==> src/ledcfg_map.svh <==
`ifndef LEDCFG_MAP_SVH
`define LEDCFG_MAP_SVH
// Register addresses (8-bit register pointer on the serial port)
`define LEDCFG_ADDR_FS_EN     8'h00
`define LEDCFG_ADDR_PARAMS    8'h01
`define LEDCFG_ADDR_FUSE_AMP  8'h02
`define LEDCFG_ADDR_SLOPE     8'h03
`define LEDCFG_ADDR_DUTY      8'h04
// Parameter register fields
`define LEDCFG_OVP_LSB        8
`define LEDCFG_SYNC_BIT       7
`define LEDCFG_MOD_LSB        4
`define LEDCFG_INDUCTOR_CURRENT_LIMIT_SEL_BIT       3
`define LEDCFG_FS_LSB         0
`define LEDCFG_PARAMS_MASK    16'h03ff
`define LEDCFG_PARAMS_RST     16'h01cb
// Fuse and amplitude register fields
`define LEDCFG_FMODE_BIT      11
`define LEDCFG_FBURN_BIT      10
`define LEDCFG_AMP_MASK       16'h03ff
`define LEDCFG_FUSE_AMP_RST   16'h03ff
// Other held registers
`define LEDCFG_FS_EN_RST      16'hffff
`define LEDCFG_SLOPE_MASK     16'h07ff
`define LEDCFG_SLOPE_RST      16'h027e
`define LEDCFG_DIMT_LSB       0
`define LEDCFG_DUTY_MASK      16'h3fff
`define LEDCFG_DUTY_RST       16'h0000
// Fuse burn: five registers then the event count
`define LEDCFG_BURN_WORDS     3'h6
`define LEDCFG_BURN_TIME_NS   1000
`define LEDCFG_BURN_CYC       ((`LEDCFG_BURN_TIME_NS + 24) / 25)
`endif

==> src/ledcfg_pkg.sv <==
package ledcfg_pkg;
  typedef enum logic [2:0] {
    LEDCFG_DIM_ANA_PIN = 3'h0,
    LEDCFG_DIM_ANA_SER = 3'h1,
    LEDCFG_DIM_MIX_PIN = 3'h4,
    LEDCFG_DIM_MIX_SER = 3'h5
  } ledcfg_dim_t;
  typedef enum logic [1:0] {
    LEDCFG_FRS_IDLE,
    LEDCFG_FRS_WORD,
    LEDCFG_FRS_DONE
  } ledcfg_fstate_t;
endpackage

==> src/ledcfg_dim.sv <==
`timescale 1ns/1ps
`include "ledcfg_map.svh"
module ledcfg_dim #(
  parameter int DW = 14
) (
  // Clock and reset
  input  wire logic          clk,
  input  wire logic          rst,
  // Settings
  input  wire logic [2:0]    dimming_scheme_sel,
  input  wire logic [1:0]    mix_transfer_point,
  input  wire logic [9:0]    amplitude_level,
  input  wire logic [DW-1:0] duty_setting_word,
  // Synchronised external dimming pin
  input  wire logic          pwm_in_sync,
  // Results
  output logic [9:0]         amp_out,
  output logic               pwm_gate,
  output logic               scheme_valid
);
  logic [DW-1:0] win_cnt;
  logic [DW-1:0] hi_cnt;
  logic [DW-1:0] pin_duty;
  logic [DW-1:0] duty;
  logic [DW-1:0] thresh;
  logic          analog;

  // Pin duty measured over a fixed window of 2^DW clocks
  always_ff @(posedge clk or posedge rst)
    if (rst)
    begin
      win_cnt  <= '0;
      hi_cnt   <= '0;
      pin_duty <= '0;
    end
    else
    begin
      win_cnt <= win_cnt + 1'b1;
      if (&win_cnt)
      begin
        // Saturate: a pin high for the whole window would wrap to zero
        pin_duty <= (&hi_cnt) ? hi_cnt : hi_cnt + DW'(pwm_in_sync);
        hi_cnt   <= '0;
      end
      else
        hi_cnt <= hi_cnt + DW'(pwm_in_sync);
    end

  always_comb
  begin
    duty   = dimming_scheme_sel[0] ? duty_setting_word : pin_duty;
    thresh = DW'(1) << (DW - 4 + 32'(mix_transfer_point));
    analog = !dimming_scheme_sel[2] || (duty > thresh);
  end

  // Current scale: amplitude times duty in analog, amplitude alone when chopping
  always_ff @(posedge clk or posedge rst)
    if (rst)
    begin
      amp_out      <= '0;
      pwm_gate     <= 1'b0;
      scheme_valid <= 1'b0;
    end
    else
    begin
      scheme_valid <= (dimming_scheme_sel[1] == 1'b0);
      if (analog)
      begin
        amp_out  <= 10'(({10'h0, amplitude_level} * {10'h0, duty}) >> DW);
        pwm_gate <= 1'b1;
      end
      else
      begin
        amp_out  <= amplitude_level;
        pwm_gate <= (win_cnt < duty);
      end
    end
endmodule

==> src/ledcfg_regs.sv <==
`timescale 1ns/1ps
`include "ledcfg_map.svh"
module ledcfg_regs #(
  parameter int BURN_CYC = `LEDCFG_BURN_CYC
) (
  // Clock and reset
  input  wire logic        clk,
  input  wire logic        rst,
  // Register port from the serial slave
  input  wire logic [7:0]  reg_addr,
  input  wire logic [15:0] reg_wdata,
  input  wire logic        reg_wr,
  input  wire logic        reg_rd,
  output logic [15:0]      reg_rdata,
  // External dimming pin
  input  wire logic        pwm_in,
  // Thermal event count to store
  input  wire logic [1:0]  thermal_event_count,
  // Converter controls
  output logic [1:0]       overvoltage_threshold_sel,
  output logic             sync_rectifier,
  output logic             inductor_current_limit_sel,
  output logic [2:0]       switch_freq_sel,
  output logic             ovp_code_invalid,
  // Dimming results
  output logic [9:0]       led_amplitude,
  output logic             led_pwm_gate,
  output logic             dim_scheme_valid,
  // Fuse array write port
  output logic             fuse_wr,
  output logic [2:0]       fuse_index,
  output logic [15:0]      fuse_data
);
  logic [15:0] fs_en;
  logic [15:0] params;
  logic [1:0]  fuse_ctl;
  logic [9:0]  amplitude_level;
  logic [15:0] slope;
  logic [13:0] duty_setting_word;
  logic [2:0]  burn_idx;
  logic [15:0] burn_cnt;
  logic [1:0]  pwm_meta;
  logic [1:0]  pwm_sync;
  logic [9:0]  amp_d;
  logic        gate_d;
  logic        valid_d;
  logic [15:0] next_rdata;
  ledcfg_pkg::ledcfg_fstate_t fstate;

  function automatic logic [15:0] reg_value(input logic [2:0] idx);
    unique case (idx)
      3'h0:    reg_value = fs_en;
      3'h1:    reg_value = params & `LEDCFG_PARAMS_MASK;
      3'h2:    reg_value = {4'h0, fuse_ctl, amplitude_level};
      3'h3:    reg_value = slope & `LEDCFG_SLOPE_MASK;
      3'h4:    reg_value = {2'h0, duty_setting_word};
      3'h5:    reg_value = {14'h0, thermal_event_count};
      default: reg_value = 16'h0000;
    endcase
  endfunction

  always_ff @(posedge clk or posedge rst)
    if (rst)
    begin
      pwm_meta <= 2'h0;
      pwm_sync <= 2'h0;
    end
    else
    begin
      pwm_meta <= {pwm_meta[0], pwm_in};
      pwm_sync <= {pwm_sync[0], pwm_meta[1]};
    end

  // Host writes; reserved bits are masked away on the way in
  always_ff @(posedge clk or posedge rst)
    if (rst)
    begin
      fs_en             <= `LEDCFG_FS_EN_RST;
      params            <= `LEDCFG_PARAMS_RST;
      amplitude_level   <= 10'(`LEDCFG_FUSE_AMP_RST & `LEDCFG_AMP_MASK);
      slope             <= `LEDCFG_SLOPE_RST;
      duty_setting_word <= 14'(`LEDCFG_DUTY_RST);
    end
    else if (reg_wr)
      unique case (reg_addr)
        `LEDCFG_ADDR_FS_EN:    fs_en <= reg_wdata;
        `LEDCFG_ADDR_PARAMS:   params <= reg_wdata & `LEDCFG_PARAMS_MASK;
        `LEDCFG_ADDR_FUSE_AMP: amplitude_level <= reg_wdata[9:0];
        `LEDCFG_ADDR_SLOPE:    slope <= reg_wdata & `LEDCFG_SLOPE_MASK;
        `LEDCFG_ADDR_DUTY:     duty_setting_word <= reg_wdata[13:0];
        default:               ;
      endcase

  // Fuse control bits; a host write in the completion cycle wins, so none is lost
  always_ff @(posedge clk or posedge rst)
    if (rst)
      fuse_ctl <= 2'h0;
    else if (reg_wr && reg_addr == `LEDCFG_ADDR_FUSE_AMP)
      fuse_ctl <= {reg_wdata[`LEDCFG_FMODE_BIT], reg_wdata[`LEDCFG_FBURN_BIT]};
    else if (fstate == ledcfg_pkg::LEDCFG_FRS_DONE)
      fuse_ctl[0] <= 1'b0;

  // Burn sequencer: one word per slot, each strobe held for the burn time
  always_ff @(posedge clk or posedge rst)
    if (rst)
    begin
      fstate   <= ledcfg_pkg::LEDCFG_FRS_IDLE;
      burn_idx <= 3'h0;
      burn_cnt <= 16'h0000;
    end
    else
      unique case (fstate)
        ledcfg_pkg::LEDCFG_FRS_IDLE:
          if (fuse_ctl[1] && fuse_ctl[0])
          begin
            fstate   <= ledcfg_pkg::LEDCFG_FRS_WORD;
            burn_idx <= 3'h0;
            burn_cnt <= 16'(BURN_CYC - 1);
          end
        ledcfg_pkg::LEDCFG_FRS_WORD:
          if (!fuse_ctl[1])
            fstate <= ledcfg_pkg::LEDCFG_FRS_DONE;
          else if (burn_cnt != 16'h0000)
            burn_cnt <= burn_cnt - 16'h0001;
          else if (burn_idx == `LEDCFG_BURN_WORDS - 3'h1)
            fstate <= ledcfg_pkg::LEDCFG_FRS_DONE;
          else
          begin
            burn_idx <= burn_idx + 3'h1;
            burn_cnt <= 16'(BURN_CYC - 1);
          end
        ledcfg_pkg::LEDCFG_FRS_DONE:
          fstate <= ledcfg_pkg::LEDCFG_FRS_IDLE;
        default:
          fstate <= ledcfg_pkg::LEDCFG_FRS_IDLE;
      endcase

  always_ff @(posedge clk or posedge rst)
    if (rst)
    begin
      fuse_wr    <= 1'b0;
      fuse_index <= 3'h0;
      fuse_data  <= 16'h0000;
    end
    else
    begin
      fuse_wr    <= (fstate == ledcfg_pkg::LEDCFG_FRS_WORD) && fuse_ctl[1];
      fuse_index <= burn_idx;
      fuse_data  <= reg_value(burn_idx);
    end

  always_comb
    next_rdata = reg_value(reg_addr[7:3] == 5'h00 ? reg_addr[2:0] : 3'h7);

  always_ff @(posedge clk or posedge rst)
    if (rst)
      reg_rdata <= 16'h0000;
    else if (reg_rd)
      reg_rdata <= next_rdata;

  // Converter outputs registered from fields, plus ovp_code_invalid set when the OVP code is all ones
  always_ff @(posedge clk or posedge rst)
    if (rst)
    begin
      overvoltage_threshold_sel  <= 2'h1;
      sync_rectifier             <= 1'b1;
      inductor_current_limit_sel <= 1'b1;
      switch_freq_sel            <= 3'h3;
      ovp_code_invalid           <= 1'b0;
    end
    else
    begin
      overvoltage_threshold_sel  <= params[`LEDCFG_OVP_LSB +: 2];
      ovp_code_invalid           <= &params[`LEDCFG_OVP_LSB +: 2];
      sync_rectifier             <= params[`LEDCFG_SYNC_BIT];
      inductor_current_limit_sel <= params[`LEDCFG_INDUCTOR_CURRENT_LIMIT_SEL_BIT];
      switch_freq_sel            <= params[`LEDCFG_FS_LSB +: 3];
    end

  ledcfg_dim #(
    .DW (14)
  ) u_dim (
    .clk                (clk),
    .rst                (rst),
    .dimming_scheme_sel (params[`LEDCFG_MOD_LSB +: 3]),
    .mix_transfer_point (slope[`LEDCFG_DIMT_LSB +: 2]),
    .amplitude_level    (amplitude_level),
    .duty_setting_word  (duty_setting_word),
    .pwm_in_sync        (pwm_sync[1]),
    .amp_out            (amp_d),
    .pwm_gate           (gate_d),
    .scheme_valid       (valid_d)
  );

  always_ff @(posedge clk or posedge rst)
    if (rst)
    begin
      led_amplitude    <= 10'h000;
      led_pwm_gate     <= 1'b0;
      dim_scheme_valid <= 1'b0;
    end
    else
    begin
      led_amplitude    <= amp_d;
      led_pwm_gate     <= gate_d;
      dim_scheme_valid <= valid_d;
    end
endmodule

==> config.mk <==
export PLATFORM = sky130hd
export DESIGN_NAME = ledcfg_regs
export DESIGN_NICKNAME = d
export VERILOG_FILES = /design/src/ledcfg_pkg.sv /design/src/ledcfg_dim.sv /design/src/ledcfg_regs.sv
export VERILOG_INCLUDE_DIRS = /design/src
export SDC_FILE = /design/constraint.sdc
export NUM_CORES = 1
export LEC_CHECK = 0
export ABC_CLOCK_PERIOD_IN_PS = 15700
export BUFFER_PORTS_ARGS = -buffer_cell sky130_fd_sc_hd__buf_2
export CELL_PAD_IN_SITES_DETAIL_PLACEMENT = 2
export CELL_PAD_IN_SITES_GLOBAL_PLACEMENT = 2
export CORE_MARGIN = 2
export CORE_UTILIZATION = 44
export DETAILED_ROUTE_END_ITERATION = 16
export GPL_ROUTABILITY_DRIVEN = 0
export PLACE_DENSITY = 0.87
export SKIP_LAST_GASP = 1
export SLEW_MARGIN = 20
export SYNTH_ARGS = -nofsm -noshare
export SYNTH_HDL_FRONTEND = slang
export SYNTH_HIERARCHICAL = 1
export SYNTH_SLANG_ARGS = --single-unit
==> constraint.sdc <==
create_clock -name clk -period 15.7 [get_ports clk]
set_input_delay 0.785 -clock clk [delete_from_list [all_inputs] [get_ports clk]]
set_output_delay 0.785 -clock clk [all_outputs]
set_load 0.05 [all_outputs]
==> flow_metrics.tcl, run 1 <==
set metrics [dict create \
    cts_resized 0 \
    multi_input_area_um2 7770 \
    fin_cells 1777 \
    synthDistinctLibCells 74 \
    grt.total_usage 0.337 \
    clkTransAtPathRegs_ns 0.09 \
    syn_area_um2 13600 \
    drive_gt1_frac 0.206 \
    critPathMaxFanout 20 \
    drv_slew 0 \
    vias 11100 \
    post-cts-setup-buffers 0 \
    avgSynthCellArea_um2 10.3 \
    dp_cells 1745 \
    totalNegativeSetupSlack_ns 0 \
    relSlewSlack 0.287 \
    routedWlPerCell_um 30.1 \
    max_cap_viol_count 0 \
    drc_errors 0 \
    clock_path_buffers 2 \
    critPathArrivalTime_ns 7.07 \
    worstSetupEndpointType "flop" \
    dp_hpwl_um 34600 \
    seq_area_frac_synth 0.368 \
    grt_max_degree 90 \
    die_width_um 180 \
    cp-start-kind "flop" \
    ys_ff_latch 198 \
    dominantRegCellSynth "dfrtp_1" \
    post-route-min-period_ns 6.71 \
    clock_skew_ns 0.0198 \
    clock_latency_ns 0.49 \
    status "complete, no violations" \
    viasPerCell 6.27 \
    yosysWarnings 6 \
    hold_buffers 0 \
    synthArstFlopShare 1.00 \
    syn_to_final_growth_pct 9.71 \
    antenna_left 0 \
    antenna_found_initial 2 \
    wirelength_um 53500 \
    p_leak_nw 7.48 \
    row_count 64 \
    h-tree-depth 4 \
    core_area_um2 30500 \
    setup_viol 0 \
    crit_type "flop to flop" \
    synth_edf_count 0 \
    start_util 0.446 \
    io-pin-count 87 \
    worstMarginPinSlew_ns 1.07 \
    worst_ep_required_time_ns 16.06 \
    powerDensity_nw_per_um2 78.3 \
    cts_sinks 198 \
    hold_viol_final 0 \
    cts_tree "yes" \
    rsz0062_at_grt "no" \
    fmax_mhz 149 \
    syn_inst 1319 \
    drtIter0Drc 866 \
    post-route-period-util 0.427 \
    diodes 0 \
    syn-num-nets 1527 \
    peakVddDrop_mv 0.0806 \
    clock-root-buffer "clkbuf_16" \
    hold_class "flop to flop" \
    nets 1576 \
    die_h_um 180 \
    final_common_cell "dfrtp_1" \
    layout_common_cells "dfrtp_1 (154), inv_1 (144), nand2_1 (140)" \
    gr-total-overflow 0 \
    register_area_um2 5010 \
    grt_pass1_wl_um 82400 \
    io_buffer_count 86 \
    grt_pass1_vias 13000 \
    fill_cells 3099 \
    dieArea_um2 32300 \
    cts_made_buffers 17 \
    first_pass_iters 6 \
]
-- Yosys cell counts (all sizes together) (9+ instances only) --
master | number | area (µm²)
nand2 | 140 | 526
ha | 84 | 1050
o22ai | 16 | 100
o21ai | 43 | 215
nor2 | 60 | 228
nor3 | 9 | 66.3
nand3 | 27 | 135
dfrtp | 154 | 3850
buf | 16 | 96.3
a21o | 11 | 82.6
a31oi | 15 | 93.8
nand4 | 10 | 62.6
fa | 93 | 1860
a222oi | 14 | 140
o211ai | 10 | 80.1
dfstp | 44 | 1160
mux2 | 95 | 1070
and3 | 15 | 95.1
inv | 147 | 554
nor2b | 11 | 68.8
clkbuf | 46 | 173
xnor2 | 18 | 158
xor2 | 12 | 105
and2 | 71 | 444
a21oi | 46 | 241
mux2i | 18 | 180
nor4 | 10 | 68.8
-- sequential cells by signal, indices dropped and copies added (netlist names), 3 cells and up --
name               cells
amplitude_level       10
burn_cnt              16
burn_idx               3
duty_setting_word     14
fs_en                 16
fuse_data             16
fuse_index             3
led_amplitude         10
params                10
reg_rdata             16
slope                 11
switch_freq_sel        3
u_dim/amp_out         10
u_dim/hi_cnt          14
u_dim/pin_duty        14
u_dim/win_cnt         14
-- routing by layer --
layer,global-route usage,wire (µm),up-vias
li1,-,-,4568
met2,0.590,27400,496
met5,0,28,-
met1,0.391,20200,5858
met3,0.0665,3000,208
met4,0.174,2800,4
-- worst max-delay path: stages, from the launching register on --
cell and delay (ns):
dfrtp_1 0.92, mux2_2 0.54, and2_1 0.23, fa_1 0.51, fa_1 0.55, fa_1 0.60, fa_1 0.60, inv_1 0.08
fa_1 0.57, inv_1 0.06, ha_1 0.35, and4_1 0.27, and3_1 0.19, o31ai_1 0.11, o21ai_0 0.43, a31oi_1 0.22
o31ai_1 0.35
-- cells by family (layout without fill, tap and decap cells) --
group	Yosys count	in the layout	share of synthesized area
AOI/OAI and AO/OA	201	201	0.0993
xor gates and xnor gates	30	30	0.0193
adders and majority gates	177	177	0.214
buffers and inverters	210	272	0.0608
DFF	198	198	0.368
muxes	113	113	0.0922
and+or+nand+nor	390	390	0.146
-- metrics by stage --
step                power [W]  area, µm²  hold slack, ns  utilization  setup WS (ns)
detailed placement   0.000696      14300           0.339        0.469           9.39
finish                0.00117      14900           0.355        0.489           8.99
global route          0.00121      14900           0.365        0.489           8.85
floorplan            0.000646      13600           0.331            -          10.10
CTS                   0.00117      14900           0.357        0.489           9.05
global placement     0.000686      14300           0.334        0.469           9.73
-- worst paths after layout --
check / startpoint / end / slack [ns] / cells after the start
min reg2reg: pwm_meta[1] / pwm_sync[0] / 0.36 / 0
min in group asynchronous: rst / led_amplitude[9] / 0.46 / 2
max: params[4] / u_dim/amp_out[3] / 8.99 / 16
min: pwm_meta[1] / pwm_sync[0] / 0.36 / 0
max reg2reg: params[4] / u_dim/amp_out[3] / 8.99 / 16
max in group asynchronous: rst / fuse_data[2] / 13.84 / 3
-- power breakdown --
group | total [W] | internal [W] | switching (W)
clock | 0.000475 | 0.000230 | 0.000245
combinational | 0.000125 | 0.0000391 | 0.0000861
sequential | 0.000569 | 0.000536 | 0.0000331
-- cell type report --
cell class,instances,area share
Sequential cell,198,0.336
Multi-Input combinational cell,911,0.521
Clock buffer,17,0.0285
Tap cell,396,0.0332
Inverter,148,0.0377
Clock inverter,15,0.0122
Timing Repair Buffer,92,0.0319
(Power assumes the default switching activity.)
==> inputs of run 2 (changes only) <==
Settings changed: ABC_CLOCK_PERIOD_IN_PS 15700 to 7000, CORE_UTILIZATION 44 to 41, PLACE_DENSITY 0.87 to 0.81.
Clock period 15.7 ns to 7 ns, I/O delays scaled along.
==> run 2 against run 1 <==
Against the previous run: utilization down 3.0 points; register-to-register slack worse by 8.3 ns; non-clock buffer count up 2; sequential power up 120%; hold slack worse by 0.34 ns; largest cell class unchanged; highest routed layer unchanged.
==> flow_metrics.tcl, run 2 (synthesized netlist as in run 1, its figures left out) <==
set metrics [dict create \
    status "complete, no violations" \
    worst_ep_required_time_ns 7.34 \
    core_area_um2 32600 \
    worst_path_max_delay_cell "dfrtp_1" \
    grt_max_degree 75 \
    die_width_um 186 \
    max_cap_viol_count 0 \
    gr-total-overflow 0 \
    p_int_w 0.00180 \
    routedWlPerCell_um 24.1 \
    post-route-min-period_ns 6.35 \
    grt.total_usage 0.266 \
    final_core_util 0.459 \
    wirelength_um 43900 \
    dp_slack_ns 0.697 \
    worstSetupEndpointType "flop" \
    layout_common_cells "dfrtp_1 (154), inv_1 (144), nand2_1 (140)" \
    start_util 0.417 \
    syn_to_final_growth_pct 9.99 \
    vias 10400 \
    switching_power_w 0.000743 \
    crit_type "flop to flop" \
    critPathMaxFanout 20 \
    path_cells "mux2_2, and2_1, fa_1, fa_1, fa_1, fa_1, inv_1, fa_1, inv_1, ha_1, and4_1, and3_1, o31ai_1, o21ai_0, o21ai_0, a221o_1" \
    grt_pass1_vias 12100 \
    h-tree-depth 4 \
    worst_path_most_repeated_cell "fa_1" \
    critPathArrivalTime_ns 6.69 \
    setup_viol 0 \
    row_count 66 \
    powerDensity_nw_per_um2 170 \
    rsz0062_at_grt "no" \
    hold_viol_final 0 \
    relSlewSlack 0.348 \
    post-route-period-util 0.907 \
    io_buffer_count 86 \
    clock_latency_ns 0.47 \
    first_pass_iters 7 \
    fmax_mhz 157 \
    hold_class "primary input to async pin" \
    drv_slew 0 \
    clock-root-buffer "clkbuf_16" \
    dp_hpwl_um 31300 \
    comb_power_share 0.106 \
    cts_made_buffers 17 \
    cts_resized 0 \
    final_common_cell "dfrtp_1" \
    dieArea_um2 34700 \
    antenna_left 0 \
    cts_sinks 198 \
    totalNegativeSetupSlack_ns 0 \
    die_h_um 186 \
    io-pin-count 87 \
    nets 1578 \
    drive_gt1_frac 0.203 \
    drtIter0Drc 649 \
    grt_pass1_wl_um 69700 \
    clockPowerShare 0.394 \
    cts_tree "yes" \
    pwr-share-seq 0.501 \
    fill_cells 3410 \
    cp.buffers_inverters 2 \
    clock_path_buffers 2 \
    viasPerCell 5.69 \
    worstMarginPinSlew_ns 0.977 \
    drc_errors 0 \
    p_leak_nw 7.48 \
    peakVddDrop_mv 0.176 \
    fin_ws_ns 0.651 \
    multi_input_area_um2 7770 \
    register_area_um2 5010 \
    p_sw_frac 0.292 \
    cp-start-kind "flop" \
    antenna_found_initial 4 \
    slowest_delay_ns 0.92 \
    cp_top_family "adder cells" \
    clock_skew_ns 0.0227 \
    clkTransAtPathRegs_ns 0.08 \
]
run 2: changes by cell type in the layout (fill, tap and decap cells not counted):
cell and delta:
buf_4 +1, nor2b_1 +1, clkbuf_8 +1, clkinv_8 -1, inv_6 -1, clkbuf_1 +3
clkinv_4 -1, diode_2 +1, inv_12 -1, nor2b_2 -1, dlygate4sd3_1 +1, clkinv_2 +2
inv_8 -2
run 2: worst paths after layout:
kind                                  startpoint                to  slack [ns]  cells after the start
max in group asynchronous                    rst     fuse_data[10]        5.53                      3
worst min register to register  u_dim/amp_out[9]  led_amplitude[9]        0.35                      0
min in group clk                   reg_wdata[15]         fs_en[15]        0.12                      2
worst min-delay path                         rst      led_pwm_gate        0.01                      2
worst max register to register         params[4]  u_dim/amp_out[7]        0.65                     16
worst max-delay path                   params[4]  u_dim/amp_out[7]        0.65                     16
run 2: metal layers:
layer | GRT usage | vias up | routed length, µm
met2 | 0.475 | 187 | 23300
met5 | 0 | - | 38
li1 | - | 4583 | -
met4 | 0.0737 | 6 | 660
met3 | 0.0430 | 54 | 1290
met1 | 0.333 | 5561 | 18600
run 2: power groups by stage:
| stage | clock network, W | registers (W) | logic, W |
|---|---|---|---|
| 2_1_floorplan | 0 | 0.00128 | 0.000166 |
| 3_3_place_gp | 0 | 0.00129 | 0.000253 |
| 3_5_place_dp | 0 | 0.00129 | 0.000266 |
| 4_1_cts | 0.00102 | 0.00127 | 0.000271 |
| 5_1_grt | 0.00107 | 0.00128 | 0.000295 |
| 6_report | 0.00100 | 0.00127 | 0.000268 |
run 2: timing repair:
action,in CTS,in global routing
hold buffers,1,0
setup buffers,0,0
hold endpoints to repair,1,0
run 2: per-stage QoR:
step	area (µm²)	power, W	cells	hold slack [ns]
after floorplan	13600	0.00145	1319	0.331
after global placement	14400	0.00154	1792	0.333
after detailed placement	14400	0.00156	1792	0.340
after CTS	15000	0.00257	1825	0.0447
after global routing	15000	0.00264	1826	0.0643
final	15000	0.00254	1826	0.0103
run 2: layout make-up:
type / instances / area share
Clock buffer: 21 / 0.0301
Antenna cell: 1 / 0.000167
Tap cell: 442 / 0.0370
Inverter: 148 / 0.0376
Clock inverter: 11 / 0.00794
Sequential cell: 198 / 0.335
Multi-Input combinational cell: 911 / 0.519
Timing Repair Buffer: 94 / 0.0329
==> inputs of run 3 (changes only) <==
--- a/config.mk
+++ b/config.mk
@@ -8,10 +8,10 @@
 export LEC_CHECK = 0
 export ABC_CLOCK_PERIOD_IN_PS = 7000
-export BUFFER_PORTS_ARGS = -buffer_cell sky130_fd_sc_hd__buf_2
 export CELL_PAD_IN_SITES_DETAIL_PLACEMENT = 2
 export CELL_PAD_IN_SITES_GLOBAL_PLACEMENT = 2
 export CORE_MARGIN = 2
-export CORE_UTILIZATION = 41
+export CORE_UTILIZATION = 43
 export DETAILED_ROUTE_END_ITERATION = 16
+export DONT_BUFFER_PORTS = 1
 export GPL_ROUTABILITY_DRIVEN = 0
 export PLACE_DENSITY = 0.81
==> constraint.sdc (replaced) <==
create_clock -name clk -period 7 [get_ports clk]
set_input_delay 0.35 -clock clk [delete_from_list [all_inputs] [get_ports clk]]
set_output_delay 0.35 -clock clk [all_outputs]
set_load 0.1 [all_outputs]
==> run 3 against run 2 <==
Against the previous run: clock power is 9% higher; critical path depth did not move; design area fell by 2.7%; sequential share of layout area is 0.91 points higher; critical path type unchanged; largest cell class unchanged.
==> flow_metrics.tcl, run 3 (synthesized netlist as in run 1, its figures left out) <==
set metrics [dict create \
    clock_latency_ns 0.47 \
    drv_slew 0 \
    nets 1494 \
    cp.buffers_inverters 2 \
    antenna_found_initial 0 \
    vias 10100 \
    path_cells "mux2_2, and2_1, fa_1, fa_1, fa_1, fa_1, inv_1, fa_1, inv_1, ha_1, and4_1, and3_1, o31ai_1, o21ai_0, o21ai_0, a221o_1" \
    hold_viol_final 0 \
    worstMarginPinSlew_ns 1.07 \
    totalNegativeSetupSlack_ns 0 \
    final_common_cell "dfrtp_1" \
    syn_to_final_growth_pct 7.07 \
    switching_power_w 0.000767 \
    dieArea_um2 33100 \
    setup_viol 0 \
    critPathArrivalTime_ns 6.69 \
    fmax_mhz 157 \
    finalPower_w 0.00263 \
    holdPathEnd "params[8]" \
    layout_common_cells "dfrtp_1 (154), inv_1 (144), nand2_1 (140)" \
    clock-root-buffer "clkbuf_16" \
    met1_usage 0.345 \
    clock_skew_ns 0.0167 \
    rsz0062_at_grt "no" \
    p_sw_frac 0.291 \
    clockPowerShare 0.414 \
    worst_path_most_repeated_cell "fa_1" \
    comb_power_share 0.081 \
    core_area_um2 31400 \
    status "complete, no violations" \
    crit_type "flop to flop" \
    cts_made_buffers 17 \
    pwr-share-seq 0.505 \
    grt.total_usage 0.273 \
    whs_ns 0.0270 \
    grt_pass1_vias 11600 \
    cp_top_family "adder cells" \
    post-route-min-period_ns 6.35 \
    cp-start-kind "flop" \
    h-tree-depth 4 \
    first_pass_iters 6 \
    r2r_start "params[4]" \
    hold_class "primary input to flop" \
    peakVddDrop_mv 0.163 \
    gr-total-overflow 0 \
    diodes 0 \
    drc_errors 0 \
    p_int_w 0.00187 \
    row_count 65 \
    cts_tree "yes" \
    routedWlPerCell_um 25.4 \
    drtIter0Drc 527 \
    grt_use_met2 0.479 \
    drive_gt1_frac 0.150 \
    clkTransAtPathRegs_ns 0.08 \
    start_util 0.433 \
    critPathMaxFanout 20 \
    r2r_slack_ns 0.65 \
    slowest_delay_ns 0.85 \
    powerDensity_nw_per_um2 181 \
    fill_cells 3188 \
    dp_hpwl_um 29200 \
    max_cap_viol_count 0 \
    die_width_um 182 \
    hold_depth 1 \
    grt_pass1_wl_um 68700 \
    ff2ff_path_depth 16 \
    worstSetupEndpointType "flop" \
    grt_max_degree 90 \
    relSlewSlack 0.284 \
    gr-usage-met3 0.0477 \
    post-cts-setup-buffers 0 \
    clock_path_buffers 2 \
    io-pin-count 87 \
    worst_path_max_delay_cell "dfrtp_1" \
    reg2reg_to "u_dim/amp_out[7]" \
    busiest_layer "met2" \
    worst_ep_required_time_ns 7.33 \
    antenna_left 0 \
    post-route-period-util 0.907 \
    io_buffer_count 0 \
    min_from "reg_wdata[8]" \
    cts_sinks 198 \
    p_leak_nw 7.09 \
    wirelength_um 43200 \
    viasPerCell 5.93 \
    die_h_um 182 \
]
-- run 3: changes by cell type in the layout (fill, tap and decap cells not counted), moves of 2 or more --
cell and delta:
buf_2 -86, bufinv_16 +2, clkinv_2 -3, clkinv_4 -2
clkinvlp_4 +2, dlygate4sd3_1 +3
-- run 3: repair_timing --
action	CTS	global route
setup endpoints to repair	0	0
hold buffers	4	0
endpoints found under the hold margin	89	0
resized for setup	0	0
-- run 3: layer usage --
layer	share of wire	up-vias	wire length, µm
met1	0.42	5409	18200
met4	0.021	0	906
met2	0.52	218	22300
met5	0	-	0
li1	-	4399	-
met3	0.041	64	1770
-- run 3: power groups by stage --
stage | sequential, W | clock [W] | combinational (W)
CTS | 0.00133 | 0.00111 | 0.000216
global placement | 0.00134 | 0 | 0.000196
detailed placement | 0.00135 | 0 | 0.000206
global route | 0.00134 | 0.00115 | 0.000237
finish | 0.00133 | 0.00109 | 0.000214
floorplan | 0.00131 | 0 | 0.000166
-- run 3: final cells by class --
cell class / count / area (µm²) / share of cell area
clock buffer: 20 / 447 / 0.0307
timing repair buffer: 10 / 85.1 / 0.00584
sequential: 198 / 5010 / 0.344
inverter: 148 / 563 / 0.0387
multi-input combinational: 911 / 7770 / 0.534
tap: 402 / 503 / 0.0345
clock inverter: 12 / 186 / 0.0128
-- run 3: how the worst max path moves through the flow --
stage | start | to | slack [ns] | cells after the start
after floorplan | params[4] | u_dim/amp_out[7] | 1.40 | 19
after global placement | params[4] | u_dim/amp_out[7] | 0.95 | 16
after detailed placement | params[4] | u_dim/amp_out[7] | 0.66 | 16
after CTS | params[4] | u_dim/amp_out[7] | 0.63 | 16
after global routing | params[4] | u_dim/amp_out[7] | 0.30 | 16
final | params[4] | u_dim/amp_out[7] | 0.65 | 16
-- run 3: per-stage QoR --
stage	instances	cell area [µm²]	util	setup WS, ns
global placement	1665	13900	0.442	0.952
floorplan	1319	13600	-	1.40
global route	1701	14600	0.464	0.298
finish	1701	14600	0.464	0.649
detailed placement	1665	13900	0.442	0.663
CTS	1701	14600	0.464	0.629
